## src/design/ucr_cfg.svh

```systemverilog
`ifndef UCR_CFG_SVH
`define UCR_CFG_SVH

// ****************************************************************
// register locations on the three address lines
// ****************************************************************
`define UCR_A_DATA      3'h0
`define UCR_A_IER       3'h1
`define UCR_A_ISR       3'h2
`define UCR_A_LCR       3'h3
`define UCR_A_MCR       3'h4
`define UCR_A_LSR       3'h5
`define UCR_A_MSR       3'h6
`define UCR_A_SPR       3'h7

// ****************************************************************
// mode keys and field positions
// ****************************************************************
`define UCR_ENH_KEY     8'hbf
`define UCR_LCR_DIV_BIT 7
`define UCR_EFR_GATE    4
`define UCR_FEATURE_CONTROL_SWAP   6
`define UCR_FCR_EN      0
`define UCR_FCR_RXRST   1
`define UCR_FCR_TXRST   2
`define UCR_FCR_SELFCLR 8'h06

// ****************************************************************
// gated (enhanced) bit masks
// ****************************************************************
`define UCR_GATE_IER    8'hf0
`define UCR_GATE_ISR    8'h30
`define UCR_GATE_FCR    8'h30
`define UCR_GATE_MCR    8'he0

// ****************************************************************
// reset values
// ****************************************************************
`define UCR_RST_ZERO    8'h00
`define UCR_RST_ISR     8'h01
`define UCR_RST_LSR     8'h60
`define UCR_RST_SPR     8'hff
`define UCR_RST_ENHANCED_MODE_SELECT    8'h80

`endif

```

## src/design/ucr_pkg.sv

```systemverilog
package ucr_pkg;

    // one host access cycle; rd and wr are one-cycle strobes
    typedef struct packed {
        logic       cs;
        logic       chan;
        logic       rd;
        logic       wr;
        logic [2:0] addr;
        logic [7:0] wdata;
    } ucr_host_req_t;

    // state reported by the serial engine
    typedef struct packed {
        logic [7:0] rx_data;
        logic [7:0] line_status;
        logic [7:0] fifo_level;
        logic [5:0] int_code;
        logic       cts;
        logic       dsr;
        logic       ri;
        logic       cd;
    } ucr_engine_t;

    // control registers handed to the serial engine
    typedef struct packed {
        logic [7:0] interrupt_enable;
        logic [7:0] fifo_control;
        logic [7:0] line_control;
        logic [7:0] modem_control;
        logic [7:0] dll;
        logic [7:0] divisor_high;
        logic [7:0] alt_function;
        logic [7:0] enhanced_function;
        logic [7:0] feature_control;
        logic [7:0] enhanced_mode_select;
        logic [7:0] trigger_level_set;
        logic [7:0] xon1;
        logic [7:0] xon2;
        logic [7:0] xoff1;
        logic [7:0] xoff2;
    } ucr_ctrl_t;

    typedef enum logic [1:0] {
        ucr_mode_normal,
        ucr_mode_divisor,
        ucr_mode_enhanced
    } ucr_mode_t;

endpackage
```

## src/design/ucr_channel_regs.sv

```systemverilog
`include "ucr_cfg.svh"
`timescale 1ns/10ps
`default_nettype none

module ucr_channel_regs #(
    parameter logic       CHANNEL_ID  = 1'b0,
    parameter logic [7:0] REVISION_ID = 8'h5c,  // arbitrary value
    parameter logic [7:0] DEVICE_ID   = 8'h3e   // arbitrary value
) (
    input  wire logic                  sys_clk_i,
    input  wire logic                  srst_i,
    input  wire ucr_pkg::ucr_host_req_t host_req_i,
    input  wire ucr_pkg::ucr_engine_t  engine_i,
    output logic [7:0]                 rd_data_o,
    output logic                       rd_valid_o,
    output ucr_pkg::ucr_ctrl_t         ctrl_o,
    output logic                       tx_load_o,
    output logic [7:0]                 tx_data_o,
    output logic                       rx_take_o,
    output logic                       rx_fifo_reset_o,
    output logic                       tx_fifo_reset_o,
    output logic                       baud_tick_o
);

    // ****************************************************************
    // decode
    // ****************************************************************
    ucr_pkg::ucr_ctrl_t ctrl_r;
    ucr_pkg::ucr_mode_t mode;
    logic [7:0]         spr_r;
    logic [7:0]         lsr_r;
    logic [7:0]         isr_r;
    logic [7:0]         lvl_r;
    logic [3:0]         msr_prev_r;
    logic [3:0]         msr_delta_r;
    logic               msr_primed_r;
    logic [7:0]         rd_data_r;
    logic               rd_valid_r;
    logic               tx_load_r;
    logic [7:0]         tx_data_r;
    logic               rx_take_r;
    logic               rx_fifo_reset_r;
    logic               tx_fifo_reset_r;
    logic [15:0]        baud_cnt_r;
    logic               baud_tick_r;
    logic               acc;
    logic               wr;
    logic               rd;
    logic [2:0]         addr;
    logic [7:0]         wdata;
    logic               gate_open;
    logic               div_zero;
    logic [15:0]        div_word;
    logic [3:0]         msr_now;
    logic [7:0]         rd_mux;

    assign acc       = host_req_i.cs && (host_req_i.chan == CHANNEL_ID);
    assign wr        = acc && host_req_i.wr;
    assign rd        = acc && host_req_i.rd;
    assign addr      = host_req_i.addr;
    assign wdata     = host_req_i.wdata;
    assign gate_open = ctrl_r.enhanced_function[`UCR_EFR_GATE];
    assign div_word  = {ctrl_r.divisor_high, ctrl_r.dll};
    assign div_zero  = (div_word == 16'h0000);
    assign msr_now   = {engine_i.cd, engine_i.ri, engine_i.dsr, engine_i.cts};

    always_comb
    begin
        if (ctrl_r.line_control == `UCR_ENH_KEY)
            mode = ucr_pkg::ucr_mode_enhanced;
        else if (ctrl_r.line_control[`UCR_LCR_DIV_BIT])
            mode = ucr_pkg::ucr_mode_divisor;
        else
            mode = ucr_pkg::ucr_mode_normal;
    end

    // gated bits read as zero while the gate is shut
    function automatic logic [7:0] ucr_mask(input logic [7:0] v, input logic [7:0] m,
                                            input logic open);
        return open ? v : (v & ~m);
    endfunction

    // gated bits keep their stored value when a write arrives with the gate shut
    function automatic logic [7:0] ucr_merge(input logic [7:0] old, input logic [7:0] nw,
                                             input logic [7:0] m, input logic open);
        return open ? nw : ((nw & ~m) | (old & m));
    endfunction

    // ****************************************************************
    // register writes
    // ****************************************************************
    always_ff @(posedge sys_clk_i)
    begin
        if (srst_i)
        begin
            ctrl_r      <= '0;
            ctrl_r.enhanced_mode_select <= `UCR_RST_ENHANCED_MODE_SELECT;
            spr_r       <= `UCR_RST_SPR;
        end
        else if (wr)
        begin
            case (addr)
                `UCR_A_DATA:
                begin
                    if (mode == ucr_pkg::ucr_mode_enhanced)
                        ctrl_r.trigger_level_set <= wdata;
                    else if (mode == ucr_pkg::ucr_mode_divisor)
                        ctrl_r.dll <= wdata;
                end
                `UCR_A_IER:
                begin
                    if (mode == ucr_pkg::ucr_mode_enhanced)
                        ctrl_r.feature_control <= wdata;
                    else if (mode == ucr_pkg::ucr_mode_divisor)
                        ctrl_r.divisor_high <= wdata;
                    else
                        ctrl_r.interrupt_enable <= ucr_merge(ctrl_r.interrupt_enable, wdata, `UCR_GATE_IER,
                                                gate_open);
                end
                `UCR_A_ISR:
                begin
                    if (mode == ucr_pkg::ucr_mode_enhanced)
                        ctrl_r.enhanced_function <= wdata;
                    else if (mode == ucr_pkg::ucr_mode_divisor)
                        ctrl_r.alt_function <= wdata;
                    else
                        ctrl_r.fifo_control <= ucr_merge(ctrl_r.fifo_control, wdata & ~`UCR_FCR_SELFCLR,
                                                `UCR_GATE_FCR, gate_open);
                end
                `UCR_A_LCR:
                    ctrl_r.line_control <= wdata;
                `UCR_A_MCR:
                begin
                    if (mode == ucr_pkg::ucr_mode_enhanced)
                        ctrl_r.xon1 <= wdata;
                    else
                        ctrl_r.modem_control <= ucr_merge(ctrl_r.modem_control, wdata, `UCR_GATE_MCR,
                                                gate_open);
                end
                `UCR_A_LSR:
                begin
                    // status location otherwise: write dropped
                    if (mode == ucr_pkg::ucr_mode_enhanced)
                        ctrl_r.xon2 <= wdata;
                end
                `UCR_A_MSR:
                begin
                    if (mode == ucr_pkg::ucr_mode_enhanced)
                        ctrl_r.xoff1 <= wdata;
                end
                `UCR_A_SPR:
                begin
                    if (mode == ucr_pkg::ucr_mode_enhanced)
                        ctrl_r.xoff2 <= wdata;
                    else if (ctrl_r.feature_control[`UCR_FEATURE_CONTROL_SWAP])
                        ctrl_r.enhanced_mode_select <= wdata;
                    else
                        spr_r <= wdata;
                end
                default:
                    ctrl_r <= ctrl_r;
            endcase
        end
    end

    // ****************************************************************
    // write side effects
    // ****************************************************************
    always_ff @(posedge sys_clk_i)
    begin
        if (srst_i)
        begin
            tx_load_r       <= 1'b0;
            tx_data_r       <= `UCR_RST_ZERO;
            rx_fifo_reset_r <= 1'b0;
            tx_fifo_reset_r <= 1'b0;
        end
        else
        begin
            tx_load_r       <= wr && (addr == `UCR_A_DATA)
                               && (mode == ucr_pkg::ucr_mode_normal);
            rx_fifo_reset_r <= wr && (addr == `UCR_A_ISR) && (mode == ucr_pkg::ucr_mode_normal)
                               && wdata[`UCR_FCR_RXRST];
            tx_fifo_reset_r <= wr && (addr == `UCR_A_ISR) && (mode == ucr_pkg::ucr_mode_normal)
                               && wdata[`UCR_FCR_TXRST];
            if (wr && (addr == `UCR_A_DATA) && (mode == ucr_pkg::ucr_mode_normal))
                tx_data_r <= wdata;
        end
    end

    // ****************************************************************
    // status capture
    // ****************************************************************
    always_ff @(posedge sys_clk_i)
    begin
        if (srst_i)
        begin
            lsr_r <= `UCR_RST_LSR;
            isr_r <= `UCR_RST_ISR;
            lvl_r <= `UCR_RST_ZERO;
        end
        else
        begin
            lsr_r <= engine_i.line_status;
            isr_r <= {{2{ctrl_r.fifo_control[`UCR_FCR_EN]}}, engine_i.int_code};
            lvl_r <= engine_i.fifo_level;
        end
    end

    // change flags: a change in the read cycle survives the clear
    always_ff @(posedge sys_clk_i)
    begin
        if (srst_i)
        begin
            msr_prev_r   <= 4'h0;
            msr_primed_r <= 1'b0;
            msr_delta_r  <= 4'h0;
        end
        else
        begin
            msr_prev_r   <= msr_now;
            msr_primed_r <= 1'b1;
            if (rd && (addr == `UCR_A_MSR) && (mode != ucr_pkg::ucr_mode_enhanced))
                msr_delta_r <= msr_primed_r ? (msr_now ^ msr_prev_r) : 4'h0;
            else if (msr_primed_r)
                msr_delta_r <= msr_delta_r | (msr_now ^ msr_prev_r);
        end
    end

    // ****************************************************************
    // read path
    // ****************************************************************
    always_comb
    begin
        rd_mux = `UCR_RST_ZERO;
        case (addr)
            `UCR_A_DATA:
                if (mode == ucr_pkg::ucr_mode_enhanced)
                    rd_mux = lvl_r;
                else if (mode == ucr_pkg::ucr_mode_divisor)
                    rd_mux = div_zero ? REVISION_ID : ctrl_r.dll;
                else
                    rd_mux = engine_i.rx_data;
            `UCR_A_IER:
                if (mode == ucr_pkg::ucr_mode_enhanced)
                    rd_mux = ctrl_r.feature_control;
                else if (mode == ucr_pkg::ucr_mode_divisor)
                    rd_mux = div_zero ? DEVICE_ID : ctrl_r.divisor_high;
                else
                    rd_mux = ucr_mask(ctrl_r.interrupt_enable, `UCR_GATE_IER, gate_open);
            `UCR_A_ISR:
                if (mode == ucr_pkg::ucr_mode_enhanced)
                    rd_mux = ctrl_r.enhanced_function;
                else if (mode == ucr_pkg::ucr_mode_divisor)
                    rd_mux = ctrl_r.alt_function;
                else
                    rd_mux = ucr_mask(isr_r, `UCR_GATE_ISR, gate_open);
            `UCR_A_LCR:
                rd_mux = ctrl_r.line_control;
            `UCR_A_MCR:
                if (mode == ucr_pkg::ucr_mode_enhanced)
                    rd_mux = ctrl_r.xon1;
                else
                    rd_mux = ucr_mask(ctrl_r.modem_control, `UCR_GATE_MCR, gate_open);
            `UCR_A_LSR:
                rd_mux = (mode == ucr_pkg::ucr_mode_enhanced) ? ctrl_r.xon2 : lsr_r;
            `UCR_A_MSR:
                rd_mux = (mode == ucr_pkg::ucr_mode_enhanced) ? ctrl_r.xoff1
                                                              : {msr_now, msr_delta_r};
            `UCR_A_SPR:
                if (mode == ucr_pkg::ucr_mode_enhanced)
                    rd_mux = ctrl_r.xoff2;
                else if (ctrl_r.feature_control[`UCR_FEATURE_CONTROL_SWAP])
                    rd_mux = lvl_r;
                else
                    rd_mux = spr_r;
            default:
                rd_mux = `UCR_RST_ZERO;
        endcase
    end

    always_ff @(posedge sys_clk_i)
    begin
        if (srst_i)
        begin
            rd_data_r  <= `UCR_RST_ZERO;
            rd_valid_r <= 1'b0;
            rx_take_r  <= 1'b0;
        end
        else
        begin
            rd_valid_r <= rd;
            rx_take_r  <= rd && (addr == `UCR_A_DATA)
                          && (mode == ucr_pkg::ucr_mode_normal);
            if (rd)
                rd_data_r <= rd_mux;
        end
    end

    // ****************************************************************
    // baud tick: one pulse every divisor clocks, idle while divisor is zero
    // ****************************************************************
    always_ff @(posedge sys_clk_i)
    begin
        if (srst_i || div_zero)
        begin
            baud_cnt_r  <= 16'h0000;
            baud_tick_r <= 1'b0;
        end
        else if (baud_cnt_r >= div_word - 16'h0001)
        begin
            baud_cnt_r  <= 16'h0000;
            baud_tick_r <= 1'b1;
        end
        else
        begin
            baud_cnt_r  <= baud_cnt_r + 16'h0001;
            baud_tick_r <= 1'b0;
        end
    end

    assign rd_data_o       = rd_data_r;
    assign rd_valid_o      = rd_valid_r;
    assign ctrl_o          = ctrl_r;
    assign tx_load_o       = tx_load_r;
    assign tx_data_o       = tx_data_r;
    assign rx_take_o       = rx_take_r;
    assign rx_fifo_reset_o = rx_fifo_reset_r;
    assign tx_fifo_reset_o = tx_fifo_reset_r;
    assign baud_tick_o     = baud_tick_r;
endmodule

`default_nettype wire

```

## config.mk

```make
export PLATFORM = sky130hd
export DESIGN_NAME = ucr_channel_regs
export DESIGN_NICKNAME = d
export VERILOG_FILES = /design/src/design/ucr_pkg.sv /design/src/design/ucr_channel_regs.sv
export VERILOG_INCLUDE_DIRS = /design/src /design/src/design
export SDC_FILE = /design/constraint.sdc
export NUM_CORES = 1
export LEC_CHECK = 0
export ABC_AREA = 1
export BUFFER_PORTS_ARGS = -buffer_cell sky130_fd_sc_hd__buf_4
export CAP_MARGIN = 40
export CORE_MARGIN = 4
export CORE_UTILIZATION = 30
export DETAILED_ROUTE_END_ITERATION = 12
export HOLD_SLACK_MARGIN = 0.05
export PLACE_DENSITY_LB_ADDON = 0.3
export SLEW_MARGIN = 20
export SYNTH_ARGS = -nofsm -noshare
export SYNTH_HDL_FRONTEND = slang
export SYNTH_SLANG_ARGS = --single-unit
```

## constraint.sdc

```tcl
create_clock -name sys_clk_i -period 6.1 [get_ports sys_clk_i]
set_input_delay 0.305 -clock sys_clk_i [delete_from_list [all_inputs] [get_ports sys_clk_i]]
set_output_delay 0.305 -clock sys_clk_i [all_outputs]
set_load 0.02 [all_outputs]
```

==> metrics.md <==
| Metric | Value |
|---|---|
| Status | `finished, final reports clean` |
| Pin count of the biggest net entering global routing | `94` |
| Critical path data arrival time | `about 3.5 ns` |
| GRT Total Usage | `19.46%` |
| PnR Total Power | `roughly 2.6 mW` |
| Slew HR | `a little under half` |
| Mapped Avg Cell Area | `7.017 sq um` |
| Peak VDD IR | `around 180 uV` |
| Clock-pin slew on the worst setup and hold paths | `about 0.080 ns` |
| FF+latch count, synth | `196` |
| Clk sinks | `196` |
| Initial Utilization | `30.53%` |
| First-pass GRT wire length | `50200 um` |
| Max incr delay on CP | `~0.43 ns` |
| IO buf count | `190` |
| EDFF count, synth | `0` |
| Setup tns final | `0 ns` |
| Area grow syn2layout | `26.70%` |
| CTS buffer count | `17` |
| Top FF cell, synth | `dfxtp_1` |
| Max frequency | `approximately 320 MHz` |
| Antenna-violating nets left | `0` |
| Hpwl dp | `~24000 um` |
| Drt drc | `0` |
| GR Overflow Total | `0` |
| Area of the multi-input gates | `roughly 4300 sq um` |
| Most frequent CP cell | `nand3_1` |
| Cell variety after synth | `37` |
| Wire length on met1 | `14790 um` |
| Num rows | `between 60 and 70` |
| Die Span X | `approximately 180 um` |
| WL final | `32890 um` |
| Clock latency on the worst-skew pair | `between 0.4 and 0.5 ns` |
| Clk root buf | `clkbuf_16` |
| Fraction of registers with async set/reset | `0%` |
| Top delay family on crit path | `simple AND/OR/NAND/NOR gates` |
| Pwr dens | `230.5 nW/um^2` |
| Buf/Inv on CP | `3` |
| Die ar. | `33090 sq um` |
| Part of the cycle the worst path needs | `about half` |
| Critical Path RT | `6.47 ns` |
| CP max FO | `16` |
| Critical path startpoint category | `register` |
| Hold Crit Class | `input pin to register` |
| Worst slew pin tran | `approximately 0.80 ns` |
| Fillers | `3153` |
| Post-DR wirelength/cell | `between 15 and 20 um` |
| Yosys warns | `0` |
| Htree depth | `4` |
| Post-Synthesis Cells | `around 1300` |
| Top sig layer | `met4` |
| Core area | `between 20000 and 30000 sq um` |
| Crit-path cells | `inv_1 > nand3_1 > nor3_1 > nand2_1 > nor2_1 > nand3_1 > nor2_1 > nand3_1 > xor2_1 > ha_1 > nand2_1 > inv_1 > nand3_1 > inv_1 > a21oi_1 > nand3_1 > or2_2 > nor2_1` |
| Clock buffer depth | `2` |
| Post-synthesis sequential area ratio | `approximately 43%` |
| Final instance area | `11490 sq um` |
| CP Class | `register to register` |
| Iter 0 DRT Violations | `just over 700` |
| Met2 wire length | `14940 um` |
| Vias | `about 9000` |
| CP max stage cell | `or2_2` |
| Hold Fails Final Rpt | `0` |
| Register area | `just under 4000 sq um` |
| Gpl congestion | `between 0.8 and 0.9` |
| Die height | `~180 um` |
| Max Slew Vio Count | `0` |
| Cts hold-fix bufs | `11` |
| Post-CTS setup buffer count | `0` |
| Vias in the first global route | `~8500` |
| Fin crit period | `approximately 3.1 ns` |
| CP endpoint kind | `register` |
| Routed vias/inst | `approximately 4.8` |
| Drt first pass iters | `5` |
| Io pins | `between 150 and 200` |
| Clock skew | `between 0.01 and 0.015 ns` |
| Area post-placement | `around 11000 sq um` |
| Post-CTS resize count | `0` |
| Reported max-cap violation count | `0` |
| Hold_ws | `0.06320 ns` |
| Setup violations, final | `0` |
| Fin nets | `about 1500` |
| Detail Route met3 WL | `between 2000 and 3000 um` |
| Mapped Area | `9072 sq um` |
| CTS tree | `yes` |
| Antenna fix cells | `0` |
| Leakage | `roughly 5.3 nW` |
| RSZ-0062 raised after global routing | `no` |
| Share of layout cells above drive strength 1 | `between 10% and 20%` |
| Initial antenna violation count | `0` |
[cell usage in the layout (no fill, tap or decap), drive strengths merged]
cell / count
nand4: 11
dfxtp: 196
clkinv: 8
xor2: 23
o22ai: 1
nand3: 83
nor3b: 1
nand2: 267
o21bai: 2
nor3: 14
nor2: 190
o21a: 2
a21oi: 106
clkbuf: 18
a31oi: 6
ha: 18
a211oi: 2
inv: 151
xnor2: 7
o21ai: 135
bufinv: 1
or2: 4
o211ai: 5
nor4: 1
dlygate4sd3: 11
conb: 2
buf: 196
nand3b: 9
[path summary, 6_finish.rpt]
kind           startpoint  slack [ns]             to  cells after the start
max reg2reg    ctrl_o[82]        2.95  baud_cnt_r[4]                     18
min reg2reg   ctrl_o[104]        0.46       isr_r[6]                      2
max            ctrl_o[82]        2.95  baud_cnt_r[4]                     18
min          engine_i[11]        0.06       lvl_r[1]                      3
[worst register-to-register path: cells and delay by family, from the launching register on]
kind                       cells  cell delay (ns)
xor gates and xnor gates       1             0.16
and+or+nand+nor               12             1.91
DFF                            1             0.35
adders and majority gates      1             0.30
AOI/OAI and AO/OA              1             0.16
buffers and inverters          3             0.21
[power by group]
| group | switching [mW] | internal, mW | total, mW |
|---|---|---|---|
| logic | 0.112 | 0.0612 | 0.173 |
| registers | 0.0106 | 1.30 | 1.31 |
| clock network | 0.576 | 0.594 | 1.17 |
| total | 0.699 | 1.95 | 2.65 |
[metal layers]
layer,global-route usage [%],vias to the layer above
met4,4.833,0
met3,4.688,33
met2,30.80,351
met1,26.75,4099
li1,-,4473
met5,0,-
[cells in the mapped netlist, types with 3 or more instances]
cell type,count,area [sq um]
nand2_1,259,972.2
dfxtp_1,196,3924
nor2_1,184,690.7
o21ai_0,135,675.7
inv_1,128,480.5
a21oi_1,106,530.5
nand3_1,82,410.4
clkbuf_1,35,131.4
xor2_1,23,201.4
buf_2,20,100.1
ha_1,18,225.2
inv_2,15,56.30
nand4_1,11,68.82
nand3b_1,9,67.56
nor3_1,9,45.04
nand2_2,7,43.79
xnor2_1,7,61.31
a31oi_1,6,37.54
buf_4,6,45.04
o211ai_1,5,37.54
nor2_4,4,45.04
or2_2,4,25.02
clkinv_1,3,11.26
nor3_2,3,30.03
[area by class of cell]
cell class / instances / share of cell area [%]
inverter: 146 / 4.768
tap: 390 / 4.245
clock buffer: 18 / 3.734
multi-input combinational: 889 / 37.61
clock inverter: 14 / 1.578
sequential: 196 / 34.14
timing repair buffer: 207 / 13.93
[sequential cells by signal, summed over array words and instances, names as in the netlist]
register and count:
rx_take_o 1, baud_cnt_r 16, tx_data_o 8, rd_data_o 8, rd_valid_o 1, spr_r 8, tx_load_o 1, msr_delta_r 4
msr_primed_r 1, baud_tick_o 1, isr_r 7, ctrl_o 118, lvl_r 8, tx_fifo_reset_o 1, rx_fifo_reset_o 1, msr_prev_r 4
lsr_r 8
[through the flow]
stage                     utilization [%]  instances  setup WS (ns)
after detailed placement            36.16       1816          2.938
after CTS                           38.59       1859          2.919
after floorplan                         -       1294          3.061
after global placement              36.14       1815          2.631
after global routing                38.68       1860          2.528
final                               38.68       1860          2.952
[kinds of logic after synthesis]
group,share of synthesized area [%]
flops,43.25
xor+xnor,2.896
simple gates,27.47
fa+ha+maj,2.482
buf+inv,9.171
other cells,0.04133
compound gates,14.69
No activity file was read; power rests on OpenSTA's default activity.
